--- src/common/loop_cfg_map.vh ---
`ifndef LOOP_CFG_MAP_VH
`define LOOP_CFG_MAP_VH
// Register indices (16-bit word registers)
`define ADDR_LOOP_CTRL     9'h171
`define ADDR_LOOP_INT      9'h172
`define ADDR_LOOP_NUM      9'h173
`define ADDR_LOOP_DEN      9'h174
`define ADDR_LOOP_RATIO    9'h175
`define ADDR_LOOP_REF      9'h176
`define ADDR_LOOP_GAIN     9'h179
`define ADDR_SYNC_EN       9'h181
`define ADDR_SYNC_INT      9'h182
`define ADDR_SYNC_NUM      9'h183
`define ADDR_SYNC_DEN      9'h184
`define ADDR_SYNC_RATIO    9'h185
`define ADDR_SYNC_REF      9'h186
`define ADDR_SYNC_GAIN     9'h187
// Field positions
`define BIT_ENABLE         0
`define BIT_FREERUN        1
`define BIT_UPDATE         15
`define BIT_BANDWIDTH      0
`define F_INT_HI           9
`define F_INT_LO           0
`define F_WORD_HI          15
`define F_WORD_LO          0
`define F_RATIO_HI         11
`define F_RATIO_LO         8
`define F_SRATIO_HI        10
`define F_SRATIO_LO        8
`define F_OUTDIV_HI        3
`define F_OUTDIV_LO        1
`define F_PREDIV_HI        7
`define F_PREDIV_LO        6
`define F_SRC_HI           3
`define F_SRC_LO           0
`define F_GAIN_HI          5
`define F_GAIN_LO          2
// Reset values
`define RST_INT            10'h008
`define RST_SYNC_INT       10'h000
`define RST_NUM            16'h0018
`define RST_DEN            16'h007D
`define RST_SYNC_WORD      16'h0000
`define RST_OUTDIV         3'h3
`define RST_RATIO          4'h0
`define RST_SRATIO         3'h0
`define RST_PREDIV         2'h0
`define RST_SRC            4'h0
`define RST_GAIN           4'h0
`define RST_FREERUN        1'h1
`define RST_ENABLE         1'h0
`define RST_BANDWIDTH      1'h1
// Decode constants
`define OUTDIV_MIN_CODE    3'h2
`define GAIN_SAT_CODE      4'h8
`define GAIN_SAT_SHIFT     4'h8
`define SRC_MASTER_CLOCK_PIN_ONE          4'h0
`define SRC_MASTER_CLOCK_PIN_TWO          4'h1
`define SRC_SERIAL         4'h3
`define SRC_LOOP_A         4'h4
`define SRC_LOOP_B         4'h5
`define SRC_AUDIO_MIN      4'h8
`endif

--- src/design/fll_config_registers.v ---
`timescale 1ns/1ns
`default_nettype none
`include "loop_cfg_map.vh"

// Behaviour
// While enabled, integer and numerator writes wait for the update bit.
// While disabled, integer and numerator writes take effect at once.
// Update bit is write-one-to-apply, honoured only with loop enabled.
// Feedback ratio at bits 11:8 of ratio register, divide value plus one.
// Output divider bits 3:1 divides by 2..7; codes 0,1 reserved; reset 3.
// Pre-divider fields bits 7:6 divide by 1,2,4,8.
// Source selects bits 3:0 decode clocks; unlisted codes reserved.
// Gain fields bits 5:2 give two to the code, saturating at 256.
// Sync ratio bits 10:8 divide by 1,2,4,8, any 1XX gives 16.
// Integer fields 10 bits; numerator and denominator 16 bits.
// Software sets loop enable last after other configuration.
// Software sets sync enable last after sync configuration.
// With sync enabled, main denominator ignored; numerator is K*65536.
// With sync disabled, numerator below denominator and co-prime.
// Software picks main ratio and gain from reference frequency.
// Software picks sync bandwidth by the 128kHz input boundary.
// Software keeps divided reference below the ratio-dependent maximum.
// Software avoids integer overall multiplier using odd ratios.
// Free-running bit 1 of control register, resets to one.
// Sync bandwidth bit 0: zero wide, one narrow; resets to one.
// Update bit reads zero and gives a one-cycle apply pulse.
module fll_config_registers #(
   parameter ADDR_W = 9,
   parameter DATA_W = 16
) (
   // Clock and reset
   input  wire              clock,
   input  wire              reset,
   // Register port
   input  wire [ADDR_W-1:0] reg_addr,
   input  wire [DATA_W-1:0] reg_wdata,
   input  wire              reg_write,
   input  wire              reg_read,
   output reg  [DATA_W-1:0] reg_rdata,
   // Main loop settings to the core
   output wire              loop_enable,
   output wire              free_running_enable,
   output wire [9:0]        integer_multiplier,
   output wire [15:0]       fraction_numerator,
   output wire [15:0]       fraction_denominator,
   output wire              fraction_denominator_used,
   output wire [3:0]        feedback_ratio,
   output reg  [4:0]        feedback_divide,
   output wire [2:0]        output_divider,
   output reg  [2:0]        output_divide,
   output wire              output_divider_reserved,
   output wire [1:0]        main_ref_prediv,
   output reg  [3:0]        main_prediv_factor,
   output wire [3:0]        main_ref_select,
   output reg               main_ref_reserved,
   output wire [3:0]        main_loop_gain,
   output reg  [3:0]        main_gain_shift,
   output reg               apply_multiplier_update,
   // Synchroniser settings to the core
   output wire              sync_path_enable,
   output wire [9:0]        sync_integer_multiplier,
   output wire [15:0]       sync_fraction_numerator,
   output wire [15:0]       sync_fraction_denominator,
   output wire [2:0]        sync_feedback_ratio,
   output reg  [4:0]        sync_feedback_divide,
   output wire [1:0]        sync_ref_prediv,
   output reg  [3:0]        sync_prediv_factor,
   output wire [3:0]        sync_ref_select,
   output reg               sync_ref_reserved,
   output wire [3:0]        sync_loop_gain,
   output reg  [3:0]        sync_gain_shift,
   output wire              sync_bandwidth_select
);

   // Software-visible fields
   reg        enable_q;
   reg        freerun_q;
   reg [9:0]  int_shadow_q;
   reg [15:0] num_shadow_q;
   reg [15:0] den_q;
   reg [3:0]  ratio_q;
   reg [2:0]  outdiv_q;
   reg [1:0]  prediv_q;
   reg [3:0]  src_q;
   reg [3:0]  gain_q;

   // Synchroniser fields
   reg        s_enable_q;
   reg [9:0]  s_int_q;
   reg [15:0] s_num_q;
   reg [15:0] s_den_q;
   reg [2:0]  s_ratio_q;
   reg [1:0]  s_prediv_q;
   reg [3:0]  s_src_q;
   reg [3:0]  s_gain_q;
   reg        s_bw_q;
   // Values the core actually runs on
   reg [9:0]  int_live_q;
   reg [15:0] num_live_q;

   // Write decodes for the deferred pair
   wire wr_int = reg_write && (reg_addr == `ADDR_LOOP_INT);
   wire wr_num = reg_write && (reg_addr == `ADDR_LOOP_NUM);
   // Update only counts while the loop runs; ignored otherwise
   wire upd_hit = wr_int && reg_wdata[`BIT_UPDATE] && enable_q;

   // Register writes
   always @(posedge clock) begin
      if (reset) begin
         enable_q     <= `RST_ENABLE;
         freerun_q    <= `RST_FREERUN;
         int_shadow_q <= `RST_INT;
         num_shadow_q <= `RST_NUM;
         den_q        <= `RST_DEN;
         ratio_q      <= `RST_RATIO;
         outdiv_q     <= `RST_OUTDIV;
         prediv_q     <= `RST_PREDIV;
         src_q        <= `RST_SRC;
         gain_q       <= `RST_GAIN;
         // Synchroniser side
         s_enable_q   <= `RST_ENABLE;
         s_int_q      <= `RST_SYNC_INT;
         s_num_q      <= `RST_SYNC_WORD;
         s_den_q      <= `RST_SYNC_WORD;
         s_ratio_q    <= `RST_SRATIO;
         s_prediv_q   <= `RST_PREDIV;
         s_src_q      <= `RST_SRC;
         s_gain_q     <= `RST_GAIN;
         s_bw_q       <= `RST_BANDWIDTH;
      end else if (reg_write) begin
         case (reg_addr)
            // Main loop enable and free-run mode
            `ADDR_LOOP_CTRL: begin
               enable_q  <= reg_wdata[`BIT_ENABLE];
               freerun_q <= reg_wdata[`BIT_FREERUN];
            end

            // Pending integer; the update bit is never kept
            `ADDR_LOOP_INT:
               int_shadow_q <= reg_wdata[`F_INT_HI:`F_INT_LO];

            // Pending numerator, applied by the update
            `ADDR_LOOP_NUM:
               num_shadow_q <= reg_wdata[`F_WORD_HI:`F_WORD_LO];

            // Denominator is never deferred
            `ADDR_LOOP_DEN:
               den_q <= reg_wdata[`F_WORD_HI:`F_WORD_LO];

            // Feedback ratio and output divider share a word
            `ADDR_LOOP_RATIO: begin
               ratio_q  <= reg_wdata[`F_RATIO_HI:`F_RATIO_LO];
               outdiv_q <= reg_wdata[`F_OUTDIV_HI:`F_OUTDIV_LO];
            end

            // Main reference divider and source
            `ADDR_LOOP_REF: begin
               prediv_q <= reg_wdata[`F_PREDIV_HI:`F_PREDIV_LO];
               src_q    <= reg_wdata[`F_SRC_HI:`F_SRC_LO];
            end

            `ADDR_LOOP_GAIN:
               gain_q <= reg_wdata[`F_GAIN_HI:`F_GAIN_LO];

            // Synchroniser enable; software sets it last
            `ADDR_SYNC_EN:
               s_enable_q <= reg_wdata[`BIT_ENABLE];

            `ADDR_SYNC_INT:
               s_int_q <= reg_wdata[`F_INT_HI:`F_INT_LO];

            `ADDR_SYNC_NUM:
               s_num_q <= reg_wdata[`F_WORD_HI:`F_WORD_LO];

            `ADDR_SYNC_DEN:
               s_den_q <= reg_wdata[`F_WORD_HI:`F_WORD_LO];

            // Sync ratio uses its own coding
            `ADDR_SYNC_RATIO:
               s_ratio_q <= reg_wdata[`F_SRATIO_HI:`F_SRATIO_LO];

            `ADDR_SYNC_REF: begin
               s_prediv_q <= reg_wdata[`F_PREDIV_HI:`F_PREDIV_LO];
               s_src_q    <= reg_wdata[`F_SRC_HI:`F_SRC_LO];
            end

            // Gain and bandwidth share a word
            `ADDR_SYNC_GAIN: begin
               s_gain_q <= reg_wdata[`F_GAIN_HI:`F_GAIN_LO];
               s_bw_q   <= reg_wdata[`BIT_BANDWIDTH];
            end

            // Unmapped addresses are ignored
            default: ;
         endcase
      end
   end

   // Live multiplier: follows writes while off, waits for update while on.
   // The update carries the integer from the same write, so one write can
   // change the integer and apply both at once.
   always @(posedge clock) begin
      if (reset) begin
         int_live_q              <= `RST_INT;
         num_live_q              <= `RST_NUM;
         apply_multiplier_update <= 1'b0;
      end else begin
         // One-cycle pulse; the bit itself is never stored
         apply_multiplier_update <= upd_hit;

         // Shadow and live move together while off
         if (!enable_q) begin
            if (wr_int)
               int_live_q <= reg_wdata[`F_INT_HI:`F_INT_LO];
            if (wr_num)
               num_live_q <= reg_wdata[`F_WORD_HI:`F_WORD_LO];
         end else if (upd_hit) begin
            // Numerator comes from the pending copy, so a value
            // written before the update rides along with it
            int_live_q <= reg_wdata[`F_INT_HI:`F_INT_LO];
            num_live_q <= num_shadow_q;
         end
      end
   end

   // Read path, data one cycle after the strobe
   always @(posedge clock) begin
      if (reset) begin
         reg_rdata <= {DATA_W{1'b0}};
      end else if (reg_read) begin
         reg_rdata <= {DATA_W{1'b0}};
         // Clear first so reserved bits read zero
         case (reg_addr)
            `ADDR_LOOP_CTRL: begin
               reg_rdata[`BIT_ENABLE]  <= enable_q;
               reg_rdata[`BIT_FREERUN] <= freerun_q;
            end

            // Update bit never stored, reads as zero
            `ADDR_LOOP_INT:
               reg_rdata[`F_INT_HI:`F_INT_LO] <= int_shadow_q;

            `ADDR_LOOP_NUM:
               reg_rdata[`F_WORD_HI:`F_WORD_LO] <= num_shadow_q;

            `ADDR_LOOP_DEN:
               reg_rdata[`F_WORD_HI:`F_WORD_LO] <= den_q;

            `ADDR_LOOP_RATIO: begin
               reg_rdata[`F_RATIO_HI:`F_RATIO_LO]   <= ratio_q;
               reg_rdata[`F_OUTDIV_HI:`F_OUTDIV_LO] <= outdiv_q;
            end

            `ADDR_LOOP_REF: begin
               reg_rdata[`F_PREDIV_HI:`F_PREDIV_LO] <= prediv_q;
               reg_rdata[`F_SRC_HI:`F_SRC_LO]       <= src_q;
            end

            `ADDR_LOOP_GAIN:
               reg_rdata[`F_GAIN_HI:`F_GAIN_LO] <= gain_q;

            // Synchroniser registers
            `ADDR_SYNC_EN:
               reg_rdata[`BIT_ENABLE] <= s_enable_q;

            `ADDR_SYNC_INT:
               reg_rdata[`F_INT_HI:`F_INT_LO] <= s_int_q;

            `ADDR_SYNC_NUM:
               reg_rdata[`F_WORD_HI:`F_WORD_LO] <= s_num_q;

            `ADDR_SYNC_DEN:
               reg_rdata[`F_WORD_HI:`F_WORD_LO] <= s_den_q;

            `ADDR_SYNC_RATIO:
               reg_rdata[`F_SRATIO_HI:`F_SRATIO_LO] <= s_ratio_q;

            `ADDR_SYNC_REF: begin
               reg_rdata[`F_PREDIV_HI:`F_PREDIV_LO] <= s_prediv_q;
               reg_rdata[`F_SRC_HI:`F_SRC_LO]       <= s_src_q;
            end

            `ADDR_SYNC_GAIN: begin
               reg_rdata[`F_GAIN_HI:`F_GAIN_LO] <= s_gain_q;
               reg_rdata[`BIT_BANDWIDTH]        <= s_bw_q;
            end

            // Unmapped addresses read zero
            default: ;
         endcase
      end
   end

   // Raw fields to the core
   assign loop_enable               = enable_q;
   assign free_running_enable       = freerun_q;
   assign integer_multiplier        = int_live_q;
   assign fraction_numerator        = num_live_q;
   assign fraction_denominator      = den_q;
   // Denominator is meaningless when the sync path sets the fraction
   assign fraction_denominator_used = ~s_enable_q;
   assign feedback_ratio            = ratio_q;
   assign output_divider            = outdiv_q;
   assign output_divider_reserved   = (outdiv_q < `OUTDIV_MIN_CODE);
   assign main_ref_prediv           = prediv_q;
   assign main_ref_select           = src_q;
   assign main_loop_gain            = gain_q;

   // Synchroniser fields to the core
   assign sync_path_enable          = s_enable_q;
   assign sync_integer_multiplier   = s_int_q;
   assign sync_fraction_numerator   = s_num_q;
   assign sync_fraction_denominator = s_den_q;
   assign sync_feedback_ratio       = s_ratio_q;
   assign sync_ref_prediv           = s_prediv_q;
   assign sync_ref_select           = s_src_q;
   assign sync_loop_gain            = s_gain_q;
   assign sync_bandwidth_select     = s_bw_q;

   // Source code validity: audio clocks are 1000 and up
   // Reserved codes still reach the core; the flag lets it hold off
   function src_bad;
      input [3:0] code;
      begin
         src_bad = !((code == `SRC_MASTER_CLOCK_PIN_ONE) || (code == `SRC_MASTER_CLOCK_PIN_TWO) ||
                     (code == `SRC_SERIAL) || (code == `SRC_LOOP_A) ||
                     (code == `SRC_LOOP_B) || (code >= `SRC_AUDIO_MIN));
      end
   endfunction

   // Gain exponent, saturating at eight (x256)
   // Every code from 8 upwards means the same gain
   function [3:0] gain_exp;
      input [3:0] code;
      begin
         if (code >= `GAIN_SAT_CODE)
            gain_exp = `GAIN_SAT_SHIFT;
         else
            gain_exp = code;
      end
   endfunction

   // Decoded divide factors, source reserved flags and gain shifts for the core
   always @(posedge clock) begin
      if (reset) begin
         // Decodes of the reset field values
         feedback_divide      <= 5'h01;
         output_divide        <= `RST_OUTDIV;
         main_prediv_factor   <= 4'h1;
         sync_prediv_factor   <= 4'h1;
         main_ref_reserved    <= 1'b0;
         sync_ref_reserved    <= 1'b0;
         main_gain_shift      <= 4'h0;
         sync_gain_shift      <= 4'h0;
         sync_feedback_divide <= 5'h01;
      end else begin
         feedback_divide    <= {1'b0, ratio_q} + 5'h01;
         output_divide      <= outdiv_q;
         main_prediv_factor <= 4'h1 << prediv_q;
         sync_prediv_factor <= 4'h1 << s_prediv_q;
         main_ref_reserved  <= src_bad(src_q);
         sync_ref_reserved  <= src_bad(s_src_q);
         main_gain_shift    <= gain_exp(gain_q);
         sync_gain_shift    <= gain_exp(s_gain_q);
         // Sync ratio coding differs from the main one
         if (s_ratio_q[2])
            sync_feedback_divide <= 5'h10;
         else
            sync_feedback_divide <= 5'h01 << s_ratio_q[1:0];
      end
   end

endmodule // fll_config_registers
`default_nettype wire

--- config.mk ---
export PLATFORM = sky130hd
export DESIGN_NAME = fll_config_registers
export DESIGN_NICKNAME = d
export VERILOG_FILES = /design/src/design/fll_config_registers.v
export VERILOG_INCLUDE_DIRS = /design/src /design/src/common
export SDC_FILE = /design/constraint.sdc
export NUM_CORES = 1
export LEC_CHECK = 0
export ABC_AREA = 1
export BUFFER_PORTS_ARGS = -buffer_cell sky130_fd_sc_hd__buf_2
export CAP_MARGIN = 30
export CORE_MARGIN = 4
export CORE_UTILIZATION = 30
export DETAILED_ROUTE_END_ITERATION = 12
export SYNTH_ARGS = -nofsm -noshare
export SYNTH_HDL_FRONTEND = slang
export SYNTH_SLANG_ARGS = --single-unit
--- constraint.sdc ---
create_clock -name clock -period 2.1 [get_ports clock]
set_input_delay 0.21 -clock clock [delete_from_list [all_inputs] [get_ports clock]]
set_output_delay 0.21 -clock clock [all_outputs]
set_load 0.01 [all_outputs]
# Word level (Yosys, flattened, before mapping)
# Index checks and enable logic that the tools add are counted.
[classes]
n_addsub = 1
n_lt_le_gt_ge = 5
n_reduce_logical = 39
mul = 0
div_mod_pow = 0
muxes = 18
shifts = 3
n_bitwise = 1
eq_ne = 23
[op_table]
columns = ["op", "n"]
rows = [
  ["$eq A9 B9 Y1 const B", 14],
  ["$mux W16", 3],
  ["$pmux W2 S8", 3],
  ["$reduce_and A2 Y1", 16],
  ["$mux W10", 3],
  ["$pmux W2 S11", 1],
  ["$eq A4 B3 Y1 const B", 4],
  ["$ge A4 B4 Y1 const B", 4],
  ["$pmux W4 S4", 1],
  ["$pmux W1 S11", 1],
  ["$logic_or A1 B1 Y1", 10],
  ["$pmux W1 S10", 1],
  ["$eq A4 B1 Y1 const B", 2],
  ["$eq A4 B2 Y1 const B", 2],
  ["$logic_not A4 Y1", 2],
  ["$mux W4", 2],
  ["$shl A1 B2 Y4 const A", 2],
  ["$pmux W1 S6", 1],
  ["$reduce_or A2 Y1", 3],
  ["$add A4 B1 Y5 const B", 1],
  ["$mux W5", 1],
  ["$pmux W1 S5", 1],
  ["$shl A1 B2 Y5 const A", 1],
  ["$logic_and A1 B1 Y1", 4],
  ["other kinds (5)", 7],
]
[word_totals]
inputBits = 29
ram_bits = 0
latchBits = 0
ff_bits = 192
memories = 0
romBits = 0
word_cells = 125
out_inout_bits = 168

# Longest topological paths before layout
# Gate-level depths: netlist of the first run.
[logic_depth]
depth_word = 7
mapped_depth = 12
ltp_nobuf = 12

# Worst setup path after synthesis of the first run
# OpenSTA, ideal clock, no wires.
[synth_path]
path_type = "input -> register"
startpoint = "in reg_addr[7]"
endpoint = "reg num_live_q[11] (netlist: fraction_numerator[11])"
path_buffers = 1
t_required_ps = 1987
path_stages = 11
setup_slack_ps = 627
arrival_time_ps = 1360
setup_time_ps = 113
path_cell_list = "inv_1 nand2_1 nor2_1 nand2_1 nor2_4 nand2_1 o21ai_2 buf_6 inv_2 nor2_1 nor2_1"
[synth_between]
elab_chain_cells = 6
word_cells_on_any_way = 9
classes_between = "eq/ne (3); reduce/logical (6)"
[synth_rtl]
columns = ["element", "line_no", "source"]
rows = [
  ["start: declaration", "fll_config_registers.v:35", "input wire [ADDR_W-1:0] reg_addr,"],
  ["$eq A9 B9 Y1", "-", ""],
  ["$logic_and A1 B1 Y1", "fll_config_registers.v:102", "wire wr_int = reg_write && (reg_addr == `ADDR_LOOP_INT);"],
  ["$logic_and A1 B1 Y1 (2 in series)", "fll_config_registers.v:105", "wire upd_hit = wr_int && reg_wdata[`BIT_UPDATE] && enable_q;"],
  ["$ne A2 B1 Y1 (no line)", "-", ""],
  ["$reduce_and A2 Y1 (no line) *", "-", ""],
  ["end signal: assignment", "fll_config_registers.v:205", "num_live_q <= `RST_NUM;"],
  ["end signal: assignment", "fll_config_registers.v:216", "num_live_q <= reg_wdata[`F_WORD_HI:`F_WORD_LO];"],
  ["end signal: assignment", "fll_config_registers.v:221", "num_live_q <= num_shadow_q;"],
  ["end: declaration", "fll_config_registers.v:99", "reg [15:0] num_live_q;"],
]
# Mark *: on every way between the ends. The rest lies on a longest branch, timed or not.
# A chain may end at the register's enable or synchronous reset.

# Worst setup path after layout of the first run
[layout_path]
startpoint = "reg enable_q (netlist: loop_enable)"
endpoint = "reg int_live_q[4] (netlist: integer_multiplier[4])"
[layout_between]
elab_chain_cells = 3
word_cells_on_any_way = 5
classes_between = "eq/ne (1); mux (1); reduce/logical (3)"
[layout_rtl]
columns = ["element", "line_no", "source"]
rows = [
  ["start: declaration", "fll_config_registers.v:76", "reg enable_q;"],
  ["start signal: assignment", "fll_config_registers.v:110", "enable_q <= `RST_ENABLE;"],
  ["start signal: assignment", "fll_config_registers.v:134", "enable_q <= reg_wdata[`BIT_ENABLE];"],
  ["$logic_and A1 B1 Y1", "fll_config_registers.v:105", ""],
  ["$ne A2 B1 Y1 (no line)", "-", ""],
  ["$reduce_and A2 Y1 (no line)", "-", ""],
  ["end signal: assignment", "fll_config_registers.v:204", "int_live_q <= `RST_INT;"],
  ["end signal: assignment", "fll_config_registers.v:214", "int_live_q <= reg_wdata[`F_INT_HI:`F_INT_LO];"],
  ["end signal: assignment", "fll_config_registers.v:220", "int_live_q <= reg_wdata[`F_INT_HI:`F_INT_LO];"],
  ["end: declaration", "fll_config_registers.v:98", "reg [9:0] int_live_q;"],
]
# Parallel ways exist; a longest one is shown, timed or not.

==> summary.md, run 1 <==
The post-CTS repair timing setup buffer count is 0, and the detail-routed via count per cell is 4.78. Global routing used 20.3% of the available tracks. After Yosys synthesis, XOR and XNOR cells account for 0% of the synthesized area. In this run, synthesis inferred 0 flip-flops with an integrated enable.

The fraction of the mapped netlist area in compound gates was 17.6%; the worst path required time was 2.48 ns. The maximum number of pins on one net before global-route repair was 159; the via count of the first global-routing pass was 7134. The initial core utilization was 30.7%; the floorplan core area was 0.0254 mm^2. Counting the buffers created by CTS gives 17. The tool flagged a number of max-cap violations equal to 0. The critical path is of the reg2reg type. The first routing iteration left 743 violations. Setup repair after global routing left no endpoint under its margin.

The logs give 0 for the synthesis warning total and 5 for the detailed-router iteration count before antenna repair. The netlist area before placement is 0.00780 mm^2, and the hold violation count in the final report is 0. The arrival time at the worst endpoint came out at 2.10 ns. Once detail routing completed, the nets flagged for antenna violations numbered 0. The total nets after synthesis is 1112.

The maximum clock rate was 581 MHz. The tools report the layout filler cell count as 2725. The number of nets in the layout is 1300, and the clock-pin slew on the worst setup and hold paths is 0.08 ns.

The top-level I/O count is 197, and the clock skew is 0.0101 ns. In the routed design, unresolved DRC markers number 0. Final count of pins violating max slew: 0. The tools report the buffer levels on the longest clock path as 2. The estimated wirelength of the detail-placed design is 21900 um, and the floorplan row count is 58. The clock latency of the later-clocked register in the worst-skew pair came out at 0.44 ns. The number of hold buffers added after CTS was 0.

Relative to the synthesized area, the layout overhead comes to 25.7%. For the pin with the worst max-slew slack, the measured transition is 0.649 ns. The top cell type by area accounts for 49.3% of the synthesized area. The tools report the sort of element at the start of the critical path as a flip-flop. In this run the most critical hold path is launched from reg_wdata[4].

Tracing the worst setup path back leads to its startpoint at loop_enable. The type of element capturing the critical path was a flip-flop. The clock tree synthesis step divided the H-tree into 4 levels. In this run the tool buffered the top-level ports with 196 buffer cells. The cell count after synthesis is 1082, and the overall die height is 169 um.

The run gives 0 as the number of antenna cells inserted. The total congestion overflow was 0. The simple logic cell fraction of the synthesized area came out at 24.2%. The run finished with clean final reports. Routability-driven placement finished with a final weighted congestion of 0.969. For the number of clock sinks, the log shows 192.

Once the clock tree was built, the resizer swapped 0 gates to a different size. The overall die area is 0.0286 mm^2. Sequential cells were found to cover 49.3% of the synthesized design area. The worst pin sits at a relative slew slack of 56.8%. Among all cell types in the netlist, the one instantiated most often is nand2_1. Counting distinct cell types in the post-synthesis netlist gives 32. By area, the combinational part of the netlist is dominated by simple AND/OR/NAND/NOR gates. The synthesized area per cell is 7.21 um^2, and the highest fanout seen on the critical path is 20.

The area share of fa/ha/maj cells after synthesis came out at 0.160%. The setup check on the worst reg-to-reg path leaves a slack of 0.38 ns. TritonCTS built the clock tree.

The first global-routing pass estimated 44500 um of wire. The mux cell area share after synthesis came out at 0%. Dividing the detail-routed wire length by the instance count gives 18.3 um. The final worst hold slack is 0.101 ns. For this run, the leading register cell type out of synthesis is dfxtp_1.

The tree is rooted in a clkbuf_16. Setup violations remaining at the end of the flow were counted as 0. The worst reg2reg path startpoint was loop_enable. Areal power density over the cells: 750 mW/mm^2. Counting instances in the post-synthesis netlist gives the leading cell types as nand2_1 (209), dfxtp_1 (192), nor2_1 (162).

Of all cell types, the one taking the most synthesized area is dfxtp_1. Share of the clock period used by the worst path after layout: 81.9%. The initial antenna violation count came out at 0. For the summed negative setup slack over all endpoints, the log shows 0 ns. The tightest min-delay check is of the in2reg type. Subtracting the final worst setup slack from the clock period gives 1.72 ns.

Of the cells placed in the final design, the portion with a size suffix greater than 1 is 21.9%. The maximum ir drop on the vdd rail is 0.523 mV. Count of state elements after synthesis: 192. The final layout contains routed wiring with a total length of 29600 um. The leakage power summed over all cells is 4.36 nW, and the overall die width is 169 um. The async set or reset register ratio after synthesis works out to 0%. By area the synthesized netlist is led by dfxtp_1 (49%), nand2_1 (10%), o21ai_0 (8.9%).

For this block, the via count after detailed routing is 7703.
report_power, final:
group	internal, W	total, W	leakage (nW)	switching [W]
Combinational	0.0000809	0.000322	2.52	0.000242
Sequential	0.00364	0.00365	1.55	0.00000536
Clock	0.00180	0.00338	0.292	0.00158
cell families (layout without fill, tap and decap cells):
| kind of cell | Yosys count | in the layout |
|---|---|---|
| buffers and inverters | 168 | 369 |
| AOI/OAI and AO/OA | 266 | 266 |
| adders and majority gates | 1 | 1 |
| DFF | 192 | 192 |
| and+or+nand+nor | 455 | 455 |
worst max-delay path: stages (launching register included):
cell	delay, ns
dfxtp_1	0.57
inv_1	0.28
o21ai_1	0.26
buf_4	0.28
o21ai_0	0.11
a21oi_1	0.14
path summary, 6_finish.rpt:
| kind | endpoint | cells past startpoint |
|---|---|---|
| max | integer_multiplier[4] | 5 |
| min | main_loop_gain[2] | 3 |
| max reg2reg | integer_multiplier[4] | 5 |
| min reg2reg | integer_multiplier[2] | 2 |
registers in the layout (all words and copies together) (netlist names), 5 cells and up:
name                       flops
sync_feedback_divide           5
sync_integer_multiplier       10
int_shadow_q                  10
sync_fraction_denominator     16
fraction_numerator            16
fraction_denominator          16
feedback_divide                5
reg_rdata                     16
sync_fraction_numerator       16
integer_multiplier            10
num_shadow_q                  16
metal layers:
metal	part of all wire, %	vias to the layer above	GRT usage [%]
met5	0	-	0
met4	1.9	0	6.09
met3	6.9	26	4.52
met2	46	240	31.9
met1	46	3568	28.2
li1	-	3869	-
stage by stage:
step	instances	util (%)	power (W)	setup WS (ns)	area [um^2]
after floorplan	1082	-	0.00390	0.627	7800
after global placement	1581	36.2	0.00406	0.0963	9200
after detailed placement	1581	36.2	0.00406	0.0375	9200
after CTS	1613	38.6	0.00741	0.386	9800
after global routing	1613	38.6	0.00762	0.156	9800
final	1613	38.6	0.00736	0.380	9800
area by class of cell:
| class | instances | area [um^2] | area share (%) |
|---|---|---|---|
| clock buffer | 17 | 425 | 4.34 |
| multi-input combinational | 722 | 3270 | 33.4 |
| inverter | 108 | 407 | 4.15 |
| tap | 330 | 413 | 4.21 |
| sequential | 192 | 3840 | 39.2 |
| timing repair buffer | 229 | 1270 | 12.9 |
| clock inverter | 15 | 174 | 1.77 |
placed cells by master, fill, tap and decap left out, drive strengths merged, types with 4 or more instances in the layout:
| cell | count |
|---|---|
| a21oi | 102 |
| buf | 229 |
| clkbuf | 17 |
| clkinv | 7 |
| dfxtp | 192 |
| inv | 112 |
| nand2 | 210 |
| nand3 | 61 |
| nand4 | 8 |
| nor2 | 170 |
| nor3 | 4 |
| o211ai | 8 |
| o21ai | 147 |
| o22ai | 4 |
Note: power is estimated with default switching activity, not from simulation.
==> run 2, diff against run 1 <==
--- a/config.mk
+++ b/config.mk
@@ -6,7 +6,7 @@
 export SDC_FILE = /design/constraint.sdc
 export NUM_CORES = 1
 export LEC_CHECK = 0
-export ABC_AREA = 1
+export ABC_AREA = 0
 export BUFFER_PORTS_ARGS = -buffer_cell sky130_fd_sc_hd__buf_2
 export CAP_MARGIN = 30
 export CORE_MARGIN = 4
==> constraint.sdc (replaced) <==
create_clock -name clock -period 1.6 [get_ports clock]
set_input_delay 0.16 -clock clock [delete_from_list [all_inputs] [get_ports clock]]
set_output_delay 0.16 -clock clock [all_outputs]
set_load 0.01 [all_outputs]
==> run 2 against run 1 <==
Against the previous run:
- register-to-register slack got worse by 0.25 ns
- area after synthesis increased by 4.4%
- cell count is 6.1% lower
- die area rose by 4.2%
- count of clock-buffer cells in the layout stayed put
- largest power group unchanged
==> summary.md, run 2 <==
The run finished with clean final reports. Leakage power summed over all cells: 4.46 nW (+2.2%). The tools report the final instance count without filler cells as 1515 (-6.1%). The register area share after synthesis was 47.2% (-2.1 points); the areal power density over the cells was 926 mW/mm^2 (+23%). The via count of the first global-routing pass was 7653 (+7.3%). Of all cell types, the one taking the most synthesized area is dfxtp_1. In the post-synthesis netlist, the biggest area contributors are dfxtp_1 (47%), nand2_1 (8.6%), mux2i_1 (7.0%). Sort of element at the start of the critical path: a flip-flop.

The critical path is of the reg2out type. The floorplan core area is 0.0268 mm^2 (+5.5%), and the overall die area is 0.0298 mm^2 (+4.2%). The run gives 2 (unchanged) as the buffer levels on the longest clock path.

The hold violation count in the final report is 0 (unchanged), and the share of the synthesized area in the top cell type is 47.2% (-2.1 points). The tools report the TritonCTS buffer count as 17 (unchanged). By count the netlist is led by dfxtp_1 (192), nand2_1 (187), a21oi_1 (82). Total nets after synthesis: 960 (-14%).

The count of state elements after synthesis is 192 (unchanged), and the tightest slew margin relative to the limit is 68.0% (+11 points). The run gives 0 (unchanged) as the max-cap check violation count. The summed negative setup slack over all endpoints was 0 ns (unchanged).

The logs give 0 (unchanged) for the remaining routing DRC violations and 4 (unchanged) for the deepest level of the CTS H-tree. The least setup slack across all paths after layout is 0.109 ns (-0.271 ns). The synthesis warning total is 0 (unchanged). The logs give 657 (-12%) for the starting DRC count in detailed routing and 0 (unchanged) for the total congestion overflow. The maximum number of pins on one net before global-route repair was 112 (-30%). The arrival time at the worst endpoint was 1.33 ns (-0.77 ns). The logs give 2713 (-0.44%) for the layout filler cell count and 0 (unchanged) for the number of antenna cells inserted. The post-synthesis cell type count is 66 (+110%). STA classifies the critical path endpoint as an output pin. Final count of pins violating max slew: 0 (unchanged). The tools report the overall fraction of global-route tracks in use as 20.6% (+0.25 points).

The floorplan row count is 60 (+3.4%), and the post-route minimum period is 1.49 ns. The cell sitting at the root of the clock tree is a clkbuf_16. Leaving out fill and tap cells, the most frequent cells in the layout are buf_2 (195), dfxtp_1 (192), nand2_1 (187).

The synthesized area per cell works out to 8.75 um^2 (+21%). Share of the clock period used by the worst path after layout: 93.2%. The total length of routed wires is 31500 um (+6.4%).

The average wire per standard cell came out at 20.8 um (+13%). The remaining antenna violation count is 0 (unchanged), and the initial antenna violation count is 0 (unchanged). The final cell utilization of the core is 39.8% (+1.2 points), and the total number of vias is 7829 (+1.6%).

Most common library cell in the layout ignoring fill and taps: buf_2. TritonCTS built the clock tree. The fraction of layout instances using a drive strength above 1 is 30.2% (+8.3 points). The maximum ir drop on the vdd rail was 0.733 mV (+40%); the slew at the pin closest to its max-slew limit was 0.480 ns (-0.169 ns).

Number of clock sinks: 192 (unchanged). For the initial core utilization, the log shows 30.4% (-0.33 points). The most repeated cell in the gate-level netlist after synthesis was dfxtp_1. The area added between synthesis and finish came out at 31.2%. The async set or reset register ratio after synthesis works out to 0% (unchanged). The tools report the count of final setup violators as 0 (unchanged). Among all flip-flop cells after synthesis, the most frequent one is dfxtp_1.

The tools report the final estimated routing congestion in global placement as 0.945 (-2.5%). The detailed-router iteration count before antenna repair is 5 (unchanged). For the pre-CTS setup slack, the log shows -0.310 ns (-0.347 ns). The number of enable flip-flop cells after synthesis came out at 0 (unchanged). Setup repair after global routing left no endpoint under its margin.

The overall die height was 173 um (+2.1%); the top-level I/O count was 197 (unchanged). The estimated wirelength of the detail-placed design is 23300 um (+6.7%), and the overall die width is 173 um (+2.1%). The detail-routed via count per cell was 5.17 (+8.2%). The maximum clock rate was 670 MHz; the count of input and output buffers was 196 (unchanged). For the number of nets in the layout, the log shows 1191 (-8.4%). The netlist area before placement came out at 0.00814 mm^2 (+4.4%).

Clock-pin slew on the worst setup and hold paths: 0.08 ns (about the same). The worst hold-check path type was in2reg. The logs give 0.0215 ns (-0.0793 ns) for the final worst hold slack and 1482 (-6.3%) for the cell total after placement. The logs give 0.00818 ns (-0.00195 ns) for the clock skew and 47700 um (+7.2%) for the wire length of the first global-routing pass.

The logs give 930 (-14%) for the cell count after synthesis and 1.44 ns (-1.04 ns) for the worst path required time. The highest fanout seen on the critical path is 19 (-5.0%), and the clock latency of the later-clocked register in the worst-skew pair is 0.44 ns (about the same).
==> run 2: cell count changes in the layout (fill, tap and decap cells not counted), sizes merged, moves of 19 or more <==
cell | before | now
nand2 | 210 | 189
nor2 | 170 | 77
o21ai | 147 | 16
inv | 112 | 13
nand3 | 61 | 25
a22oi | 1 | 23
a21oi | 102 | 83
mux2i | 0 | 57
buf | 229 | 297
==> run 2: layer usage <==
| layer | global-route usage (%) | up-vias | wire (um) |
|---|---|---|---|
| met5 | 0 | - | 0 |
| met4 | 6.42 | 0 | 805 |
| met3 | 5.12 | 40 | 2560 |
| met2 | 33.2 | 336 | 14600 |
| met1 | 27.4 | 3736 | 13500 |
| li1 | - | 3717 | - |
==> run 2: through the flow <==
step / instance area [um^2] / power (W)
after floorplan: 8140 / 0.00519
after global placement: 10000 / 0.00546
after detailed placement: 10000 / 0.00546
after CTS: 10700 / 0.00997
after global routing: 10700 / 0.0102
final: 10700 / 0.00989
==> run 2: final timing paths <==
path	from	endpoint	cells past startpoint	slack (ns)
max reg2reg	fraction_denominator[3]	reg_rdata[3]	5	0.13
max	loop_enable	loop_enable	2	0.11
min	reg_wdata[13]	num_shadow_q[13]	3	0.02
min reg2reg	int_shadow_q[8]	int_shadow_q[8]	2	0.46
==> run 2: critical path, cell delays in order, from the launching register on <==
cell and delay, ns:
dfxtp_1 0.50, buf_12 0.23, buf_2 0.16
==> run 2: area by class of cell <==
type | count | area (um^2) | share of cell area (%)
timing repair buffer | 298 | 1930 | 18.0
tap | 341 | 427 | 4.00
multi-input combinational | 646 | 3840 | 35.9
inverter | 6 | 22.5 | 0.211
clock inverter | 15 | 196 | 1.84
sequential | 192 | 3840 | 36.0
clock buffer | 17 | 425 | 3.98
==> run 2: timing repair <==
action                     in CTS  in global routing
hold buffers                    1                  0
gates resized for setup         0                  1
buffers inserted                0                  0
hold endpoints to repair        1                  0
setup endpoints to repair       0                  1
==> run 2: where the power goes <==
group	switching, W	internal [W]	leakage, nW
logic	0.000370	0.000195	2.62
clock network	0.00214	0.00239	0.298
registers	0.00000740	0.00478	1.55
==> run 2: logic make-up (layout without fill, tap and decap cells) <==
| logic type | count (synthesis) | count (layout) | synth area share (%) |
|---|---|---|---|
| xor+xnor | 3 | 3 | 0.323 |
| buf+inv | 92 | 336 | 5.84 |
| fa+ha+maj | 1 | 1 | 0.154 |
| mux | 62 | 62 | 7.70 |
| compound gates | 198 | 198 | 16.1 |
| simple gates | 382 | 382 | 22.7 |
| flops | 192 | 192 | 47.2 |
==> run 3, diff against run 2 <==
--- a/config.mk
+++ b/config.mk
@@ -9,9 +9,10 @@
 export ABC_AREA = 0
 export BUFFER_PORTS_ARGS = -buffer_cell sky130_fd_sc_hd__buf_2
 export CAP_MARGIN = 30
-export CORE_MARGIN = 4
+export CORE_MARGIN = 1.5
 export CORE_UTILIZATION = 30
 export DETAILED_ROUTE_END_ITERATION = 12
+export SKIP_LAST_GASP = 1
 export SYNTH_ARGS = -nofsm -noshare
 export SYNTH_HDL_FRONTEND = slang
 export SYNTH_SLANG_ARGS = --single-unit
==> constraint.sdc (replaced) <==
create_clock -name clock -period 1.6 [get_ports clock]
set_input_delay 0.16 -clock clock [delete_from_list [all_inputs] [get_ports clock]]
set_output_delay 0.16 -clock clock [all_outputs]
set_load 0.1 [all_outputs]
==> run 3 against run 2 <==
Against the previous run:
- sequential power barely moved
- combinational power rose by 11%
- worst hold slack got worse by 0.00063 ns
- non-clock buffer count rose by 13
- first-iteration DRC count rose by 5.5%
- clock skew rose by 0.00063 ns
- cell count rose by 0.92%
- worst setup slack got worse by 0.057 ns
- register-to-register slack improved by 0.03 ns
- via count rose by 1.2%
- clock power barely moved
- critical path type unchanged
- largest cell class unchanged
==> summary.md, run 3 (synthesis gave the netlist of run 2 again) <==
The flow ran to the end, and the final reports show no timing, DRC or antenna violations. The maximum ir drop on the vdd rail came out at 0.707 mV (-3.4%). The number of clock sinks is 192 (unchanged). The final cell utilization of the core was 40.4% (+0.51 points); the hold violation count in the final report was 0 (unchanged). The initial antenna violation count came out at 1 (+1). The run gives 17 (unchanged) as the TritonCTS buffer count.

The most common library cell in the layout ignoring fill and taps is buf_2. The post-CTS repair timing setup buffer count is 0 (unchanged). The average wire per standard cell is 20.0 um (-3.9%). The tools report the clock latency of the later-clocked register in the worst-skew pair as 0.44 ns (about the same).

On the critical path the largest part of the delay comes from buffers and inverters. The switching fraction of total power works out to 24.6% (-0.83 points). The fraction of layout instances using a drive strength above 1 is 34.5% (+4.3 points), and the final estimated routing congestion in global placement is 0.985 (+4.3%). Estimated wirelength of the detail-placed design: 22600 um (-3.2%).

The critical path in this run is classified as reg2out. The signal on the critical path passes through buf_2. The logs give 60 (unchanged) for the floorplan row count and 45.7% (-0.2 points) for the power share of the clock group. The tightest slew margin relative to the limit was 63.9% (-4.1 points); the overall fraction of global-route tracks in use was 21.5% (+0.92 points). Final count of pins violating max slew: 0 (unchanged). The path class of the tightest hold or removal check is in2reg.

STA classifies the critical path endpoint as an output pin. For the max-cap check violation count, the log shows 0 (unchanged). The biggest cell delay along the critical path is 0.48 ns (-0.02 ns). Setup repair after global routing left no endpoint under its margin.

The maximum clock rate was 646 MHz (-3.7%); the area added between synthesis and finish was 32.8%. The run gives 1.44 ns (about the same) as the worst path required time. For the maximum number of pins on one net before global-route repair, the log shows 100 (-11%). The slew at the pin closest to its max-slew limit was 0.545 ns (+0.0656 ns); the overall die width was 168 um (-2.9%). The wire length of the first global-routing pass is 45700 um (-4.1%), and the starting DRC count in detailed routing is 693 (+5.5%). TritonCTS built the clock tree. The count of input and output buffers is 196 (unchanged), and the detailed-router iteration count before antenna repair is 8 (+3).

The arrival time at the worst endpoint is 1.39 ns (+0.06 ns). Part of the total power dissipated in combinational logic: 6.3% (+0.6 points). The remaining antenna violation count is 0 (unchanged). The highest fanout seen on the critical path is 4 (-15), and the initial core utilization is 30.4% (unchanged). The overall die height is 168 um (-2.9%).

The remaining routing DRC violations was 0 (unchanged). The buffer type at the clock tree root was clkbuf_16. Post-route minimum period: 1.55 ns (+0.0571 ns). The leakage power summed over all cells came out at 4.54 nW (+1.8%).

The number of nets in the layout was 1204 (+1.1%); the detail-routed via count per cell was 5.18 (+0.24%). The run gives 2 (unchanged) as the buffer levels on the longest clock path. The tools report the summed negative setup slack over all endpoints as 0 ns (unchanged).

The deepest level of the CTS H-tree is 4 (unchanged). The tools report the overall die area as 0.0281 mm^2 (-5.7%). The floorplan core area is 0.0268 mm^2 (unchanged). Final instance count without filler cells: 1529 (+0.92%).

The total congestion overflow is 0 (unchanged), and the count of final setup violators is 0 (unchanged). The via count of the first global-routing pass is 7387 (-3.5%). The areal power density over the cells was 922 mW/mm^2 (-0.43%); the total length of routed wires was 30500 um (-3.0%). STA classifies the critical path startpoint as a flip-flop.

The share of the clock period used by the worst path after layout is 96.8% (+3.6 points), and the internal power component is 0.00752 W (+2.0%). Total number of vias: 7920 (+1.2%). The buffer and inverter count on the worst path is 1 (-1).

The clock-pin slew on the worst setup and hold paths is 0.07 ns (about the same), and the top-level I/O count is 197 (unchanged). The run gives 48.0% (-0.4 points) as the share of total power in sequential cells. The top cell types in the final layout, fill and taps aside, are buf_2 (191), nand2_1 (187), dfxtp_1 (151). The tools report the clock skew as 0.00881 ns (+0.000626 ns). The slowest stage of the critical path is the buf_2 cell. The logs give 0.00246 W (-2.4%) for the power spent charging and discharging nets and 1495 (+0.88%) for the cell total after placement.
==> run 3: cell types whose count changed in the layout (fill, tap and decap cells not counted), moves of 4 or more <==
cell,before,now
buf_2,195,191
buf_4,88,106
dfxtp_1,192,151
dfxtp_2,0,40
==> run 3: layout make-up <==
cell class | count | area (um^2)
Tap cell | 341 | 427
Timing Repair Buffer | 311 | 2010
Clock buffer | 18 | 439
Multi-Input combinational cell | 646 | 3840
Clock inverter | 14 | 179
Antenna cell | 1 | 2.50
Fill cell | 2685 | 16000
Inverter | 6 | 22.5
Sequential cell | 192 | 3900
==> run 3: layer usage <==
layer	share of wire [%]	vias to the layer above	track usage [%]
met3	6.5	41	4.18
met1	44	3811	28.3
li1	-	3743	-
met4	2.6	0	8.58
met2	47	325	34.7
met5	0	-	0
==> run 3: power groups by stage <==
| stage | Clock [W] | Sequential (W) | Combinational (W) |
|---|---|---|---|
| 6_report | 0.00456 | 0.00479 | 0.000625 |
| 5_1_grt | 0.00483 | 0.00479 | 0.000660 |
| 4_1_cts | 0.00463 | 0.00479 | 0.000621 |
| 3_5_place_dp | 0 | 0.00490 | 0.000617 |
| 3_3_place_gp | 0 | 0.00490 | 0.000619 |
| 2_1_floorplan | 0 | 0.00495 | 0.000285 |
==> run 3: path summary, 6_finish.rpt <==
path	depth (start not counted)	to	startpoint	slack, ns
worst max register to register	5	reg_rdata[3]	main_ref_select[3]	0.16
worst max-delay path	1	sync_ref_select[1]	sync_ref_select[1]	0.05
worst min register to register	2	int_shadow_q[1]	int_shadow_q[1]	0.46
worst min-delay path	3	fraction_denominator[12]	reg_wdata[12]	0.02
==> run 3: per-stage QoR <==
step / power, W / hold slack (ns) / worst slack (ns) / area [um^2]
floorplan: 0.00524 / 0.278 / 0.000894 / 8200
global placement: 0.00552 / 0.432 / -0.316 / 10200
detailed placement: 0.00552 / 0.447 / -0.355 / 10200
CTS: 0.0100 / 0.00947 / 0.0346 / 10800
global route: 0.0103 / 0.00952 / 0.00494 / 10800
finish: 0.00997 / 0.0208 / 0.0515 / 10800
==> run 3: repair_timing <==
item | 4_1_cts | 5_1_grt
hold buffers | 1 | 0
setup endpoints to repair | 2 | 8
endpoints found under the hold margin | 2 | 0
resized for setup | 2 | 2
